**config.mk**
```make
export PLATFORM = sky130hd
export DESIGN_NAME = jsd_status_decode
export DESIGN_NICKNAME = d
export VERILOG_FILES = /design/src/pkg/jsd_pkg.sv /design/src/core/jsd_status_decode.sv
export SDC_FILE = /design/constraint.sdc
export NUM_CORES = 1
export LEC_CHECK = 0
export BUFFER_PORTS_ARGS = -buffer_cell sky130_fd_sc_hd__buf_2
export CORE_MARGIN = 5
export CORE_UTILIZATION = 35
export CTS_CLUSTER_SIZE = 40
export DETAILED_ROUTE_END_ITERATION = 6
export PLACE_DENSITY = 0.64
export SYNTH_ARGS = -nofsm -noshare
export SYNTH_HDL_FRONTEND = slang
export SYNTH_SLANG_ARGS = --single-unit
```
**constraint.sdc**
```tcl
create_clock -name clk -period 4.5 [get_ports clk]
set_input_delay 0.9 -clock clk [delete_from_list [all_inputs] [get_ports clk]]
set_output_delay 0.9 -clock clk [all_outputs]
set_load 0.01 [all_outputs]
```
**src/pkg/jsd_pkg.sv**
```systemverilog
// Purpose: Shared constants and types for the debug-port status and opcode decoder.
// Assumes: Five-bit instruction register, status shifted least significant bit first.
// Notes:   Register offsets are byte addresses on a 32-bit APB bus.
package jsd_pkg;

  // ==========================================================================
  // Instruction codes
  // ==========================================================================
  localparam int          IR_W         = 5;
  localparam logic [4:0]  OP_IDCODE    = 5'h01;
  localparam logic [4:0]  OP_SAMPLE    = 5'h02;
  localparam logic [4:0]  OP_EXTEST    = 5'h03;
  localparam logic [4:0]  OP_INTEST    = 5'h04;
  localparam logic [4:0]  OP_CLAMP     = 5'h06;
  localparam logic [4:0]  OP_STATRST   = 5'h0c;
  localparam logic [4:0]  OP_ERASE     = 5'h0f;
  localparam logic [4:0]  OP_NEXUS     = 5'h10;
  localparam logic [4:0]  OP_WORD      = 5'h11;
  localparam logic [4:0]  OP_BLOCK     = 5'h12;
  localparam logic [4:0]  OP_CANCEL    = 5'h13;
  localparam logic [4:0]  OP_MEMSVC    = 5'h14;
  localparam logic [4:0]  OP_SIZED     = 5'h15;
  localparam logic [4:0]  OP_SYNC      = 5'h17;
  localparam logic [4:0]  OP_HALT      = 5'h1c;
  localparam logic [4:0]  OP_BYPASS    = 5'h1f;

  // ==========================================================================
  // Data register selection
  // ==========================================================================
  typedef enum logic [5:0] {
    DR_BYPASS   = 6'h01,
    DR_IDCODE   = 6'h02,
    DR_BOUNDARY = 6'h04,
    DR_ADDRDATA = 6'h08,
    DR_DATA     = 6'h10,
    DR_SYNC     = 6'h20
  } jsd_dr_t;

  // Service bus access mode presented with an address/data selection.
  typedef enum logic [1:0] {
    AM_TRACE = 2'h0,
    AM_WORD  = 2'h1,
    AM_SVC   = 2'h2,
    AM_SIZED = 2'h3
  } jsd_amode_t;

  // Full decode of one instruction.
  typedef struct packed {
    jsd_dr_t    dr;
    jsd_amode_t amode;
    logic       sampleOnly;
    logic       extTest;
    logic       intTest;
    logic       clampPins;
    logic       staticRst;
    logic       erase;
    logic       halt;
    logic       cancel;
    logic       autoInc;
    logic       restricted;
  } jsd_dec_t;

  // Service bus start and completion report.
  typedef struct packed {
    logic start;
    logic done;
    logic fail;
  } jsd_svc_t;

  // ==========================================================================
  // Status pattern and timing
  // ==========================================================================
  localparam int          ST_PROT_BIT  = 4;
  localparam int          ST_ERR_BIT   = 3;
  localparam int          ST_BUSY_BIT  = 2;
  localparam logic [1:0]  ST_TAIL      = 2'h1;
  localparam int          CLK_MHZ      = 20;
  localparam int          SECRD_US     = 3000;
  localparam int          SECRD_CYC    = SECRD_US * CLK_MHZ;

  // ==========================================================================
  // APB register map
  // ==========================================================================
  localparam logic [7:0]  ADDR_CTRL    = 8'h00;
  localparam logic [7:0]  ADDR_STATUS  = 8'h04;
  localparam logic [7:0]  ADDR_INSTR   = 8'h08;
  localparam int          CTRL_FUSE    = 0;
  localparam int          CTRL_CLRFUSE = 1;

endpackage

```
**src/core/jsd_status_decode.sv**
```systemverilog
// Purpose: Debug-port instruction decoding and status reporting for the scan link.
// Assumes: Scan clock, mode and data pins are asynchronous to clk and are sampled here.
// Notes:   The service bus itself lives outside; it reports start, done and fail.
//
// Chosen here: the APB interface to the registers and the address map.
`timescale 1ns/1ps

// What this block does
// - Error updates on access end, clears on start
// - Instruction still selected while error set
// - Address accepted, read started despite error
// - Error during read data marks data invalid
// - Write data accepted; no address-to-data error
// - Error bit set after power-up
// - Protected while flash controller held in reset
// - Protected until security bit read after release
// - Protected while security bit programmed
// - 0x01 selects 32-bit identification register
// - 0x02 sample, 0x03 external, 0x04 internal test
// - 0x06 bypass while boundary chain drives pins
// - 0x0C static reset, 0x0F erase, 0x1C halt
// - 0x10/11/14/15 select address and data registers
// - 0x12 data only with auto-increment
// - 0x13 cancels access, 0x17 selects sync counter
// - Fuse programmed restricts memory-access instructions except 0x14
// - Erase clears fuse, restoring full access
// - Static reset reads as fuse programmed
// - Capture shifts out p,e,b,0,1 least first
// - Error bit reads one after error
module jsd_status_decode #(
  parameter int SECRD_CYCLES = jsd_pkg::SECRD_CYC
) (
  input  wire logic              clk,
  input  wire logic              rst,
  input  wire logic              tck,
  input  wire logic              tms,
  input  wire logic              tdi,
  output logic                   tdo,
  output logic                   tdoEn,
  input  wire logic              resetLineN,
  input  wire logic              svcBusy,
  input  wire jsd_pkg::jsd_svc_t svcEvt,
  output jsd_pkg::jsd_dec_t      decode,
  output logic                   accessStart,
  output logic                   flashRst,
  output logic                   eraseReq,
  input  wire logic              psel,
  input  wire logic              penable,
  input  wire logic              pwrite,
  input  wire logic [7:0]        paddr,
  input  wire logic [31:0]       pwdata,
  output logic [31:0]            prdata,
  output logic                   pready,
  output logic                   pslverr
);
  import jsd_pkg::*;

  // Refuse a security read delay that the counter cannot serve.
  if (SECRD_CYCLES < 1) begin : gBadSecrd
    $error("SECRD_CYCLES must be at least one");
  end

  // ==========================================================================
  // Instruction decode
  // ==========================================================================
  // Map one instruction code onto its data register and side effects.
  function automatic jsd_dec_t decodeOp(input logic [4:0] op, input logic locked);
    jsd_dec_t d;
    d = '0;
    d.dr = DR_BYPASS;
    d.amode = AM_TRACE;
    unique case (op)
      OP_IDCODE: d.dr = DR_IDCODE;
      OP_SAMPLE: begin
        d.dr = DR_BOUNDARY;
        d.sampleOnly = 1'b1;
      end
      OP_EXTEST: begin
        d.dr = DR_BOUNDARY;
        d.extTest = 1'b1;
      end
      OP_INTEST: begin
        d.dr = DR_BOUNDARY;
        d.intTest = 1'b1;
      end
      OP_CLAMP: d.clampPins = 1'b1;
      OP_STATRST: d.staticRst = 1'b1;
      OP_ERASE: d.erase = 1'b1;
      OP_HALT: d.halt = 1'b1;
      OP_NEXUS: begin
        d.dr = DR_ADDRDATA;
        d.amode = AM_TRACE;
        d.restricted = locked;
      end
      OP_WORD: begin
        d.dr = DR_ADDRDATA;
        d.amode = AM_WORD;
        d.restricted = locked;
      end
      OP_MEMSVC: begin
        d.dr = DR_ADDRDATA;
        d.amode = AM_SVC;
      end
      OP_SIZED: begin
        d.dr = DR_ADDRDATA;
        d.amode = AM_SIZED;
        d.restricted = locked;
      end
      OP_BLOCK: begin
        d.dr = DR_DATA;
        d.autoInc = 1'b1;
        d.restricted = locked;
      end
      OP_CANCEL: d.cancel = 1'b1;
      OP_SYNC: d.dr = DR_SYNC;
      default: d.dr = DR_BYPASS;
    endcase
    return d;
  endfunction

  // ==========================================================================
  // Pin synchronisers
  // ==========================================================================
  logic [2:0] pinMeta_reg;
  logic [2:0] pinSync_reg;
  logic       tckPrev_reg;
  logic       tckRise;
  logic       tckFall;

  // Two flip-flops on each scan pin before any logic looks at it.
  always_ff @(posedge clk) begin
    if (rst) begin
      pinMeta_reg <= 3'h0;
      pinSync_reg <= 3'h0;
      tckPrev_reg <= 1'b0;
    end else begin
      pinMeta_reg <= {tck, tms, tdi};
      pinSync_reg <= pinMeta_reg;
      tckPrev_reg <= pinSync_reg[2];
    end
  end

  assign tckRise = pinSync_reg[2] & ~tckPrev_reg;
  assign tckFall = ~pinSync_reg[2] & tckPrev_reg;

  // ==========================================================================
  // Test access port controller
  // ==========================================================================
  typedef enum logic [15:0] {
    TS_RESET  = 16'h0001, TS_IDLE   = 16'h0002, TS_SELDR  = 16'h0004,
    TS_CAPDR  = 16'h0008, TS_SHDR   = 16'h0010, TS_EX1DR  = 16'h0020,
    TS_PSDR   = 16'h0040, TS_EX2DR  = 16'h0080, TS_UPDR   = 16'h0100,
    TS_SELIR  = 16'h0200, TS_CAPIR  = 16'h0400, TS_SHIR   = 16'h0800,
    TS_EX1IR  = 16'h1000, TS_PSIR   = 16'h2000, TS_EX2IR  = 16'h4000,
    TS_UPIR   = 16'h8000
  } jsd_tap_t;

  jsd_tap_t tap_reg;
  jsd_tap_t tap_next;
  logic     tmsS;

  // Mode pin as seen after its synchroniser.
  assign tmsS = pinSync_reg[1];

  // Standard sixteen-state walk driven by the mode pin.
  always_comb begin
    tap_next = tap_reg;
    unique case (tap_reg)
      TS_RESET: tap_next = tmsS ? TS_RESET : TS_IDLE;
      TS_IDLE:  tap_next = tmsS ? TS_SELDR : TS_IDLE;
      TS_SELDR: tap_next = tmsS ? TS_SELIR : TS_CAPDR;
      TS_CAPDR: tap_next = tmsS ? TS_EX1DR : TS_SHDR;
      TS_SHDR:  tap_next = tmsS ? TS_EX1DR : TS_SHDR;
      TS_EX1DR: tap_next = tmsS ? TS_UPDR : TS_PSDR;
      TS_PSDR:  tap_next = tmsS ? TS_EX2DR : TS_PSDR;
      TS_EX2DR: tap_next = tmsS ? TS_UPDR : TS_SHDR;
      TS_UPDR:  tap_next = tmsS ? TS_SELDR : TS_IDLE;
      TS_SELIR: tap_next = tmsS ? TS_RESET : TS_CAPIR;
      TS_CAPIR: tap_next = tmsS ? TS_EX1IR : TS_SHIR;
      TS_SHIR:  tap_next = tmsS ? TS_EX1IR : TS_SHIR;
      TS_EX1IR: tap_next = tmsS ? TS_UPIR : TS_PSIR;
      TS_PSIR:  tap_next = tmsS ? TS_EX2IR : TS_PSIR;
      TS_EX2IR: tap_next = tmsS ? TS_UPIR : TS_SHIR;
      TS_UPIR:  tap_next = tmsS ? TS_SELDR : TS_IDLE;
      default:  tap_next = TS_RESET;
    endcase
  end

  // State advances on each rising scan clock edge.
  always_ff @(posedge clk) begin
    if (rst) begin
      tap_reg <= TS_RESET;
    end else if (tckRise) begin
      tap_reg <= tap_next;
    end
  end

  // ==========================================================================
  // Protection and error status
  // ==========================================================================
  logic        err_reg;
  logic        fuse_reg;
  logic        secRead_reg;
  logic [31:0] secCnt_reg;
  logic        statRst_reg;
  logic [1:0]  rstLineMeta_reg;
  logic [1:0]  rstLineSync_reg;
  logic        protected_;
  logic        fuseSet;
  logic        fuseClr;

  assign flashRst = statRst_reg | ~rstLineSync_reg[1];
  assign protected_ = flashRst | ~secRead_reg | fuse_reg;

  // Reset line passes four flip-flops.
  always_ff @(posedge clk) begin
    if (rst) begin
      rstLineMeta_reg <= 2'h0;
      rstLineSync_reg <= 2'h0;
    end else begin
      rstLineMeta_reg <= {resetLineN, rstLineMeta_reg[1]};
      rstLineSync_reg <= {rstLineSync_reg[0], rstLineMeta_reg[0]};
    end
  end

  // Security bit read counts up after the flash controller leaves reset.
  always_ff @(posedge clk) begin
    if (rst || flashRst) begin
      secCnt_reg  <= 32'h0;
      secRead_reg <= 1'b0;
    end else if (!secRead_reg) begin
      if (secCnt_reg >= 32'(SECRD_CYCLES - 1)) begin
        secRead_reg <= 1'b1;
      end
      secCnt_reg <= secCnt_reg + 32'h1;
    end
  end

  // Error sets on failed completion, clears on start, and is set at power-up.
  always_ff @(posedge clk) begin
    if (rst) begin
      err_reg <= 1'b1;
    end else if (svcEvt.done) begin
      err_reg <= svcEvt.fail;
    end else if (svcEvt.start) begin
      err_reg <= 1'b0;
    end
  end

  // Fuse is set by software and wiped only by reset or the erase instruction.
  always_ff @(posedge clk) begin
    if (rst) begin
      fuse_reg <= 1'b0;
    end else if (fuseSet) begin
      fuse_reg <= 1'b1;
    end else if (fuseClr) begin
      fuse_reg <= 1'b0;
    end
  end

  // ==========================================================================
  // Shift paths and instruction register
  // ==========================================================================
  logic [4:0]  irShift_reg;
  logic [4:0]  ir_reg;
  logic        dataBit_reg;
  logic        locked;
  logic        tdiS;

  assign tdiS = pinSync_reg[0];
  assign locked = fuse_reg | flashRst;

  // Capture status, shift least bit first, and latch the code on update.
  always_ff @(posedge clk) begin
    if (rst) begin
      irShift_reg <= 5'h0;
      ir_reg      <= OP_IDCODE;
    end else if (tckRise) begin
      unique case (tap_reg)
        TS_RESET: ir_reg <= OP_IDCODE;
        TS_CAPIR: irShift_reg <= {protected_, err_reg, svcBusy, ST_TAIL};
        TS_SHIR:  irShift_reg <= {tdiS, irShift_reg[4:1]};
        TS_UPIR:  ir_reg <= irShift_reg;
        default:  irShift_reg <= irShift_reg;
      endcase
    end
  end

  // Serial output changes on the falling scan clock edge.
  always_ff @(posedge clk) begin
    if (rst) begin
      tdo   <= 1'b0;
      tdoEn <= 1'b0;
    end else if (tckFall) begin
      tdoEn <= (tap_reg == TS_SHIR) || (tap_reg == TS_SHDR);
      tdo   <= (tap_reg == TS_SHIR) ? irShift_reg[0] : dataBit_reg;
    end
  end

  // Bypass bit holds the first data bit; other chains live outside.
  always_ff @(posedge clk) begin
    if (rst) begin
      dataBit_reg <= 1'b0;
    end else if (tckRise) begin
      if (tap_reg == TS_CAPDR) begin
        dataBit_reg <= protected_;
      end else if (tap_reg == TS_SHDR) begin
        dataBit_reg <= tdiS;
      end
    end
  end

  // ==========================================================================
  // Decoded outputs
  // ==========================================================================
  // Decode is registered so downstream logic sees a stable code.
  always_ff @(posedge clk) begin
    if (rst) begin
      decode      <= decodeOp(OP_IDCODE, 1'b0);
      accessStart <= 1'b0;
      statRst_reg <= 1'b0;
      eraseReq    <= 1'b0;
    end else begin
      decode <= decodeOp(ir_reg, locked);
      // an update launches a new access even with error set.
      accessStart <= tckRise && (tap_reg == TS_UPDR) &&
                     (decode.dr == DR_ADDRDATA || decode.dr == DR_DATA) && !svcBusy;
      if (tckRise && tap_reg == TS_UPDR && ir_reg == OP_STATRST) begin
        statRst_reg <= dataBit_reg;
      end
      eraseReq <= tckRise && (tap_reg == TS_UPIR) && (irShift_reg == OP_ERASE);
    end
  end

  // Erasing the whole device also wipes the fuse.
  assign fuseClr = eraseReq;

  // ==========================================================================
  // APB register slave
  // ==========================================================================
  logic wrEn;

  assign wrEn    = psel && penable && pwrite;
  assign pready  = 1'b1;
  assign pslverr = psel && penable && paddr != ADDR_CTRL && paddr != ADDR_STATUS
                   && paddr != ADDR_INSTR;
  assign fuseSet = wrEn && paddr == ADDR_CTRL && pwdata[CTRL_FUSE];

  // Read data is registered from the block's own state.
  always_ff @(posedge clk) begin
    if (rst) begin
      prdata <= 32'h0;
    end else if (psel && !penable && !pwrite) begin
      unique case (paddr)
        ADDR_CTRL:   prdata <= {31'h0, fuse_reg};
        ADDR_STATUS: prdata <= {27'h0, protected_, err_reg, svcBusy, ST_TAIL};
        ADDR_INSTR:  prdata <= {27'h0, ir_reg};
        default:     prdata <= 32'h0;
      endcase
    end
  end

endmodule

```
# --- Yosys cells after proc, flatten, opt, wreduce, memory -nomap -nowiden ---
# Cells that the tools add are included.
# Widths: inputs -> output; s select.
totals:
  ff_bits: 128
  output_inout_bits: 57
classes:
  n_addsub: 1
  n_lt_le_gt_ge: 1
  n_eq_ne: 38
  mux: 36
  n_bitwise: 11
  reduce_logical: 38
ops:
  columns: ["cell", "n"]
  rows:
  - ["$pmux 16 s12", 1]
  - ["$eq 5x5->1 const B", 8]
  - ["$add 32x1->32 const B", 1]
  - ["$ge 32x16->1 const B", 1]
  - ["$mux 16", 2]
  - ["$pmux 6 s5", 1]
  - ["$pmux 5 s2", 2]
  - ["$mux 1", 18]
  - ["$mux 9", 2]
  - ["$eq 16x1->1 const B", 1]
  - ["$eq 16x10->1 const B", 1]
  - ["$eq 16x11->1 const B", 1]
  - ["$eq 16x12->1 const B", 1]
  - ["$eq 16x13->1 const B", 1]
  - ["$eq 16x14->1 const B", 1]
  - ["$eq 16x15->1 const B", 1]
  - ["$eq 16x16->1 const B", 1]
  - ["$eq 16x2->1 const B", 1]
  - ["$eq 16x3->1 const B", 1]
  - ["$eq 16x4->1 const B", 1]
  - ["$eq 16x5->1 const B", 1]
  - ["$eq 16x6->1 const B", 1]
  - ["$eq 16x7->1 const B", 1]
  - ["$eq 16x8->1 const B", 1]
  - ["34 further kinds", 74]

# --- Depth between registers and ports, before layout ---
# Gate-level depths: netlist of the first run.
depth:
  depth_word: 5
  depth_mapped: 7

# --- Least setup slack after synthesis of the first run ---
# OpenSTA, ideal clock, no wires.
synth_timing:
  kind: "input to output"
  start: "input paddr[5]"
  end: "output pslverr"
  t_arrival_ps: 1512
  path_slack_ps: 2088
  path_stages: 4
  path_cell_list: "nor4_1 -> nand2_1 -> a21oi_1 -> nor2_1"
synth_via:
  elab_chain_len: 4
synth_rtl:
  columns: ["element", "line", "text"]
  rows:
  - ["start: declaration", "jsd_status_decode.sv:50", "input wire logic [7:0] paddr,"]
  - ["$reduce_bool 8->1", "jsd_status_decode.sv:345", "assign pslverr = psel && penable && paddr != ADDR_CTRL && paddr != ADDR_STATUS"]
  - ["$logic_and 1x1->1 (2 in a row)", "jsd_status_decode.sv:345", null]
  - ["$logic_and 1x1->1 *", "jsd_status_decode.sv:346", "&& paddr != ADDR_INSTR;"]
  - ["end: declaration", "jsd_status_decode.sv:54", "output logic pslverr"]
# Mark *: on every way between the ends. The rest lies on a longest branch, timed or not.

# --- Final worst setup path of the first run ---
# Same ends and word-level chain as after synthesis.

==> impl_results.md, run 1 <==
- CP peak stage delay: 280 ps
- DRT Wirelength: 10000 µm
- TritonCTS clock tree: done
- Mux cell area share after synthesis: 0.0147
- Combinational share of power: 0.037
- Fin util: 0.389
- Clock Pin Slew Worst Setup and Hold Paths: 60 ps
- Warnings, synthesis: 0
- Sink Count: 101
- Die area: 16300 µm²
- Distinct cell type count after synthesis: 63
- Peak fanout along the critical path: 7
- Seq cells post-synth: 101
- Max Fclk: 0.366 GHz
- Simple-Gate Fraction of Synth Area: 0.321
- Top cells by area, synth: dfxtp_1 (42%), nor2_1 (5.6%), buf_4 (4.6%)
- Dpl hpwl: 7180 µm
- Synth top area share: 0.416
- Kind of critical path: in -> out
- Synth async-reset ratio: 0
- Fin crit share: 0.607
- Post-Synth Adder-Cell Area: 0.00257
- CTS Root Cell: clkbuf_16
- Largest net degree at the start of global routing: 55
- Placement row count: 43
- Seq/Total Area, Yosys: 0.416
- Clock Skew: 9.79 ps
- GP Congestion: 0.845
- Worst Path Buf+Inv: 2
- Required @ worst endpoint: 3600 ps
- MaxCap Viol Count: 0
- Total CTS buffers: 9
- Largest family of logic cells by synthesized area: simple AND/OR/NAND/NOR gates
- P_leak: 1.97 nW
- Number of synthesized flops with an enable pin: 0
- Antenna violations before repair: 0
- Max-slew headroom: 0.362
- Xor and xnor fraction of the mapped netlist area: 0.0541
- Max-slew violations: 0
- Number of DRC markers in iteration 0: 386
- Clk buf depth: 2
- Synthesized netlist cell count: 562
- Grt ovf: 0
- Dominant synthesized flop cell: dfxtp_1
- WL per Instance: 13.0 µm
- H-Tree Depth: 3
- PD cells: 327 nW/µm²
- Worst Hold Class: reg -> reg
- Routed Antenna Nets: 0
- Synth Area in Compound Gates: 0.105
- Port Buf Inserts: 50
- CP arrival: 1830 ps
- Cell Count, Final, Fillers Out: 770
- RSZ-0062 raised after global routing: false
- Crit path top cell by count: buf_2
- Crit path max-delay cell type: nor4_1
- Sw frac: 0.220
- Reg power frac: 0.516
- Setup-failing EPs final: 0
- Number of nets in the layout: 639
- Synthesis-to-layout area growth: 10.3%
- DRT Pass-1 Iters: 4
- Worst-margin pin slew: 958 ps
- Post-CTS sizing: 0
- Share of layout cells above drive strength 1: 0.147
- I/O pin count: 110
- Routed via count: 3938
- First-pass GRT wire length: 16800 µm
- Max reg flops: 32
- Clk pwr share: 0.447
- Clock Latency Late Sink: 350 ps
- Largest area contributor in the netlist: dfxtp_1
- Initial core utilization: 0.353
- Vias in the first global route: 3591
- Peak supply drop: 0.000254 V
- CP cell instances: buf_2 > nor4_1 > nand2_1 > a21oi_1 > nor2_1 > buf_2
- Setup TNS: 0 ps
- Pre-CTS WS: 1740 ps
- CP startpoint kind: input pin
- Status: completed
- Final Hold Viols: 0
- Die Wd: 128 µm
- GRT Overall Usage: 0.122
- NetSw: 0.385 mW
- Placed Cells: 754
- Post-layout min period: 2730 ps
- Vias per inst: 5.11
- Setup crit end kind: output pin
- Worst setup margin: 1770 ps
- Core region area: 13800 µm²
- # hold bufs at CTS: 0
- Pint: 1.37 mW
- Synthesized area: 4860 µm²
- Synth Area per Inst: 8.65 µm²
- Top delay family on crit path: simple AND/OR/NAND/NOR gates
- Chip Height: 128 µm
- # diodes: 0
- Post CTS Setup Buffer Count: 0
- DRC: 0
routing by layer:
metal | vias up | routed length, µm | GRT usage
met5 | - | 0 | 0
met4 | 0 | 84 | 0.0268
met3 | 9 | 588 | 0.0425
met2 | 96 | 4720 | 0.192
met1 | 1856 | 4640 | 0.163
li1 | 1977 | - | -
cell usage after synthesis, types with 15 or more instances:
library cell  count
a21oi_1          32
buf_4            30
clkbuf_1         23
dfxtp_1         101
nand2_1          34
nand3_1          19
nand4_1          15
nor2_1           72
nor2b_1          16
nor3_1           24
nor4_1           21
o21ai_0          15
xnor2_1          16
metrics by stage:
step                total power [mW]  hold slack, ps  instance area (µm²)
floorplan                      0.990             414                 4960
global placement               0.988             418                 5060
detailed placement             0.989             421                 5060
CTS                             1.77             437                 5360
global route                    1.82             461                 5360
finish                          1.75             435                 5360
cell families (layout without fill, tap and decap cells):
logic type,Yosys count,count (layout)
other,2,28
adder cells (fa/ha/maj),1,1
AO/OA/AOI/OAI,81,81
multiplexers,7,7
AND/OR/NAND/NOR,266,266
buffers and inverters,74,76
flip-flops,101,101
XOR/XNOR,30,30
worst reg2reg max path, cell delays in order, from the launching register on:
cell	delay [ps]
dfxtp_1	450
nor4_4	600
nand2_1	240
a21oi_1	440
a21bo_2	220
a21oi_1	60
cells in the final DEF (no fill, tap or decap), types with 19 or more instances in the layout:
cell type | synthesis | layout
conb_1 | 2 | 28
nand3_1 | 19 | 19
dfxtp_1 | 101 | 101
nor2_1 | 72 | 72
a21oi_1 | 32 | 32
nand2_1 | 34 | 34
buf_2 | 2 | 50
nor3_1 | 24 | 24
nor4_1 | 21 | 21
power groups by stage:
stage                     clock network, mW  registers (mW)  logic (mW)
final                                 0.785           0.905      0.0641
after global routing                  0.843           0.905      0.0723
after CTS                             0.802           0.905      0.0638
after detailed placement                  0           0.925      0.0636
after global placement                    0           0.925      0.0629
after floorplan                           0           0.923      0.0673
layout make-up:
cell class / count / area, µm²
fillers: 1406 / 8410
multi-input cells: 413 / 2520
flip-flops and latches: 101 / 2020
repair buffers: 50 / 250
clock buffers: 11 / 243
well taps: 180 / 225
clock inverters: 5 / 60.1
inverters: 10 / 37.5
worst paths after layout:
kind / start / to / slack [ps] / cells past startpoint
worst max-delay path: paddr[5] / pslverr / 1770 / 6
worst min-delay path: pinMeta_reg[0]$_SDFF_PP0_ / pinSync_reg[0]$_SDFF_PP0_ / 430 / 1
worst max register to register: tap_reg[12]$_SDFFE_PP0P_ / dataBit_reg$_SDFFE_PP0P_ / 2350 / 5
worst min register to register: pinMeta_reg[0]$_SDFF_PP0_ / pinSync_reg[0]$_SDFF_PP0_ / 430 / 1
(Power assumes the default switching activity.)
==> inputs of run 2 (changes only) <==
- clock period: 4.5 -> 2.6 ns (I/O delays scaled with it)
==> impl_results.md, run 2 (synthesis results as in run 1) <==
- CP startpoint kind: flop
- Chip Height: 128 µm (unchanged)
- GP Congestion: 0.860 (+1.8%)
- Grt ovf: 0 (unchanged)
- Routed Antenna Nets: 0 (unchanged)
- Required @ worst endpoint: 2840 ps (-760 ps)
- Sw frac: 0.222 (+0.00184)
- Worst-margin pin slew: 655 ps (-303 ps)
- Commonest non-fill, non-tap cell in the layout: dfxtp_1
- Post-Layout Inst Area: 5390 µm² (+0.58%)
- Peak fanout along the critical path: 10 (+3)
- Vias in the first global route: 3762 (+4.8%)
- RSZ-0062 raised after global routing: false
- Peak supply drop: 0.000378 V (+49%)
- Clock Skew: 6.48 ps (-3.31 ps)
- Max reg flops: 32 (unchanged)
- Number of DRC markers in iteration 0: 350 (-9.3%)
- Final Hold Viols: 0 (unchanged)
- Setup-failing EPs final: 0 (unchanged)
- Die area: 16300 µm² (unchanged)
- Fin util: 0.391 (+0.00227)
- PD cells: 555 nW/µm² (+70%)
- Port Buf Inserts: 50 (unchanged)
- Most frequent cells in the layout: dfxtp_1 (101), nor2_1 (72), buf_2 (50)
- Antenna violations before repair: 0 (unchanged)
- DRC: 0 (unchanged)
- Status: completed
- Synthesis-to-layout area growth: 10.9%
- Clk pwr share: 0.438 (-0.009)
- # hold bufs at CTS: 0 (unchanged)
- Clk buf depth: 2 (unchanged)
- Max-slew violations: 0 (unchanged)
- Initial core utilization: 0.353 (unchanged)
- Max-slew headroom: 0.560 (+0.199)
- DP Area: 5090 µm² (+0.74%)
- I/O pin count: 110 (unchanged)
- Core region area: 13800 µm² (unchanged)
- MaxCap Viol Count: 0 (unchanged)
- Largest net degree at the start of global routing: 34 (-38%)
- # diodes: 0 (unchanged)
- Fin crit share: 0.833
- Number of nets in the layout: 644 (+0.78%)
- Sink Count: 101 (unchanged)
- Setup TNS: 0 ps (unchanged)
- CP arrival: 2400 ps (+570 ps)
- First-pass GRT wire length: 17400 µm (+3.9%)
- Worst Hold Class: in -> reg
- Pint: 2.33 mW (+70%)
- Clock Latency Late Sink: 340 ps (about the same)
- Combinational share of power: 0.039 (+0.002)
- H-Tree Depth: 3 (unchanged)
- Total CTS buffers: 9 (unchanged)
- NetSw: 0.663 mW (+72%)
- WL per Instance: 13.1 µm (+0.56%)
- Dpl hpwl: 7450 µm (+3.8%)
- Kind of critical path: reg -> reg
- Reg power frac: 0.523 (+0.007)
- TritonCTS clock tree: done
- Routed via count: 3912 (-0.66%)
- Clock Pin Slew Worst Setup and Hold Paths: 70 ps (about the same)
- DRT Wirelength: 10200 µm (+1.2%)
- GRT Overall Usage: 0.126 (+0.00366)
- Max Fclk: 0.462 GHz
- Placement row count: 43 (unchanged)
- Share of layout cells above drive strength 1: 0.156 (+0.00884)
- Post-CTS sizing: 0 (unchanged)
- DRT Pass-1 Iters: 4 (unchanged)
- Post-layout min period: 2170 ps
- Post CTS Setup Buffer Count: 0 (unchanged)
- P_leak: 1.99 nW (+1.2%)
- Die Wd: 128 µm (unchanged)
- Setup crit end kind: flop
- CTS Root Cell: clkbuf_16
- Vias per inst: 5.05 (-1.3%)
-- run 2: cell types whose count changed in the layout (fill, tap and decap cells not counted), sizes merged --
cell	change
bufinv	-1
clkinv	-1
buf	+5
inv	+1
clkbuf	+1
-- run 2: worst paths after layout --
kind	start	end	slack [ps]	cells after the start
setup / recovery	tap_reg[0]$_SDFFE_PP1P_	tap_reg[0]$_SDFFE_PP1P_	430	5
hold / removal	svcEvt[1]	err_reg$_SDFFE_PP1P_	380	2
setup reg to reg	tap_reg[0]$_SDFFE_PP1P_	tap_reg[0]$_SDFFE_PP1P_	430	5
hold reg to reg	pinMeta_reg[0]$_SDFF_PP0_	pinSync_reg[0]$_SDFF_PP0_	440	1
-- run 2: routing by layer --
| layer | wire [µm] | track usage | vias to the layer above |
|---|---|---|---|
| met2 | 4850 | 0.207 | 77 |
| met3 | 416 | 0.0288 | 12 |
| met4 | 112 | 0.0312 | 0 |
| met5 | 0 | 0 | - |
| met1 | 4780 | 0.168 | 1837 |
| li1 | - | - | 1986 |
-- run 2: cell type report --
type                    count  area, µm²
flip-flops and latches    101       2020
clock buffers              12        267
clock inverters             4       30.0
fillers                  1393       8380
well taps                 180        225
multi-input cells         413       2520
repair buffers             55        288
inverters                  10       37.5
-- run 2: power groups by stage --
stage | Combinational [mW] | Sequential (mW) | Clock [mW]
global route | 0.130 | 1.57 | 1.41
global placement | 0.113 | 1.60 | 0
detailed placement | 0.114 | 1.60 | 0
finish | 0.115 | 1.57 | 1.31
floorplan | 0.117 | 1.60 | 0
CTS | 0.115 | 1.57 | 1.35
-- run 2: metrics by stage --
stage | total power [mW] | worst slack, ps | hold slack [ps] | cells
after floorplan | 1.71 | 764 | 414 | 588
after global placement | 1.71 | 486 | 419 | 759
after detailed placement | 1.72 | 499 | 420 | 759
after CTS | 3.03 | 470 | 368 | 775
after global routing | 3.10 | 257 | 382 | 775
final | 2.99 | 434 | 376 | 775
-- run 2: worst max-delay path, stage by stage (launching register included) --
cell,delay [ps]
dfxtp_1,390
nor4_4,650
nand3_1,210
nor4_1,500
nor4_1,120
a21o_1,200
==> inputs of run 3 (changes only) <==
- PLACE_DENSITY: 0.64 -> 0.66
- clock period: 2.6 -> 1.8 ns (I/O delays scaled with it)
==> impl_results.md, run 3 (synthesis results as in run 1) <==
- Number of nets in the layout: 702 (+9.0%)
- Initial core utilization: 0.353 (unchanged)
- CTS Root Cell: clkbuf_16
- Worst setup margin: 48.5 ps (-386 ps)
- Setup crit end kind: flop
- Kind of critical path: reg -> reg
- Tot Pwr: 4.41 mW (+47%)
- Register Area: 2030 µm² (+0.62%)
- CP peak stage delay: 360 ps (-290 ps)
- Die Wd: 128 µm (unchanged)
- # diodes: 0 (unchanged)
- Cell Count, Final, Fillers Out: 833 (+7.5%)
- Max Fclk: 0.571 GHz (+24%)
- First-pass GRT wire length: 18200 µm (+4.5%)
- Post-Layout Inst Area: 5960 µm² (+11%)
- Core region area: 13800 µm² (unchanged)
- Most frequent cells in the layout: dfxtp_1 (91), nor2_1 (72), buf_4 (58)
- Synthesis-to-layout area growth: 22.7%
- # hold bufs at CTS: 0 (unchanged)
- Routed via count: 4197 (+7.3%)
- Crit. path cell count: 6 (+1)
- H-Tree Depth: 3 (unchanged)
- Fill count: 1378 (-1.1%)
- Top delay family on crit path: simple AND/OR/NAND/NOR gates
- CP cell instances: nor4_4 > buf_6 > nand4b_1 > nor4b_4 > nor4_1 > a21o_1
- Worst Path Buf+Inv: 1 (+1)
- Post-layout min period: 1750 ps (-414 ps)
- Clock Latency Late Sink: 340 ps (about the same)
- GRT Overall Usage: 0.132 (+0.00581)
- Fin crit share: 0.973 (+0.140)
- MaxCap Viol Count: 0 (unchanged)
- DRC: 0 (unchanged)
- TritonCTS clock tree: done
- Clk buf depth: 2 (unchanged)
- DP Area: 5490 µm² (+7.8%)
- WL per Instance: 13.4 µm (+2.1%)
- Largest net degree at the start of global routing: 42 (+24%)
- Antenna violations before repair: 0 (unchanged)
- Clock Pin Slew Worst Setup and Hold Paths: 70 ps (about the same)
- Commonest non-fill, non-tap cell in the layout: dfxtp_1
- GP Congestion: 0.865 (+0.60%)
- Max-slew violations: 0 (unchanged)
- Sink Count: 101 (unchanged)
- CP startpoint kind: flop
- DRT Wirelength: 11100 µm (+9.7%)
- Max-slew headroom: 0.568 (+0.00742)
- Worst Hold Class: in -> reg
- Vias in the first global route: 4071 (+8.2%)
- CP arrival: 2000 ps (-400 ps)
- Total CTS buffers: 9 (unchanged)
- Peak fanout along the critical path: 6 (-4)
- DRT Pass-1 Iters: 4 (unchanged)
- Vias per inst: 5.04 (-0.18%)
- Port Buf Inserts: 50 (unchanged)
- RSZ-0062 raised after global routing: true
- Worst hold path depth: 2 (unchanged)
- Max reg flops: 32 (unchanged)
- Required @ worst endpoint: 2040 ps (-800 ps)
- Setup-failing EPs final: 0 (unchanged)
- Share of layout cells above drive strength 1: 0.266 (+0.110)
- I/O pin count: 110 (unchanged)
- Grt ovf: 0 (unchanged)
- Clock Skew: 9.00 ps (+2.52 ps)
- Die area: 16300 µm² (unchanged)
- Placed Cells: 810 (+6.7%)
- Status: completed
- Placement row count: 43 (unchanged)
- Chip Height: 128 µm (unchanged)
- Multi-input gate area: 2620 µm² (+3.9%)
- R2r setup slk: 50 ps (-390 ps)
- P_leak: 2.31 nW (+16%)
- Final Hold Viols: 0 (unchanged)
- Pre-CTS WS: -15.2 ps (-514 ps)
- Worst-margin pin slew: 648 ps (-6.21 ps)
- Routed Antenna Nets: 0 (unchanged)
- Number of DRC markers in iteration 0: 361 (+3.1%)
- Dpl hpwl: 7980 µm (+7.2%)
- PD cells: 740 nW/µm² (+33%)
- Crit path max-delay cell type: dfxtp_2
- Peak supply drop: 0.000491 V (+30%)
- R2R depth: 6 (+1)
## run 3: cell count changes in the layout (fill, tap and decap cells not counted), moves of 3 or more
cell / change
nor3_2: +3
dfxtp_1: -10
buf_6: +3
buf_4: +53
nor4_1: -3
clkbuf_8: -3
dfxtp_2: +10
nor3_1: -3
## run 3: through the flow
stage	hold WS [ps]	TNS (ps)	util
2_1_floorplan	414	-55.4	-
3_3_place_gp	418	0	0.399
3_5_place_dp	424	-37.0	0.399
4_1_cts	209	0	0.422
5_1_grt	228	-186	0.433
6_report	221	0	0.433
## run 3: final timing paths
path	startpoint	end
hold reg to reg	pinMeta_reg[1]$_SDFF_PP0_	pinSync_reg[1]$_SDFF_PP0_
hold / removal	resetLineN	rstLineMeta_reg[1]$_SDFF_PP0_
setup / recovery	tap_reg[3]$_SDFFE_PP0P_	tap_reg[0]$_SDFFE_PP1P_
setup reg to reg	tap_reg[3]$_SDFFE_PP0P_	tap_reg[0]$_SDFFE_PP1P_
## run 3: metal layers
layer | vias to the layer above | global-route usage | part of all wire
li1 | 2094 | - | -
met1 | 1981 | 0.164 | 0.44
met2 | 111 | 0.230 | 0.50
met3 | 11 | 0.0363 | 0.047
met4 | 0 | 0.0243 | 0.0082
met5 | - | 0 | 0
## run 3: layout make-up
type                            count  area share
Clock buffer                        9      0.0378
Clock inverter                      7      0.0124
Inverter                           10     0.00630
Multi-Input combinational cell    413       0.440
Sequential cell                   101       0.341
Tap cell                          180      0.0378
Timing Repair Buffer              113       0.125
## run 3: what timing repair did
item,in CTS,in global routing
resized for setup,3,29
cloned,0,1
pin swaps,3,9
setup endpoints to repair,7,21
buffers inserted,3,3
## run 3: power breakdown
group          internal (mW)  switching, mW
logic                 0.0759          0.122
registers               2.25         0.0116
clock network           1.09          0.867
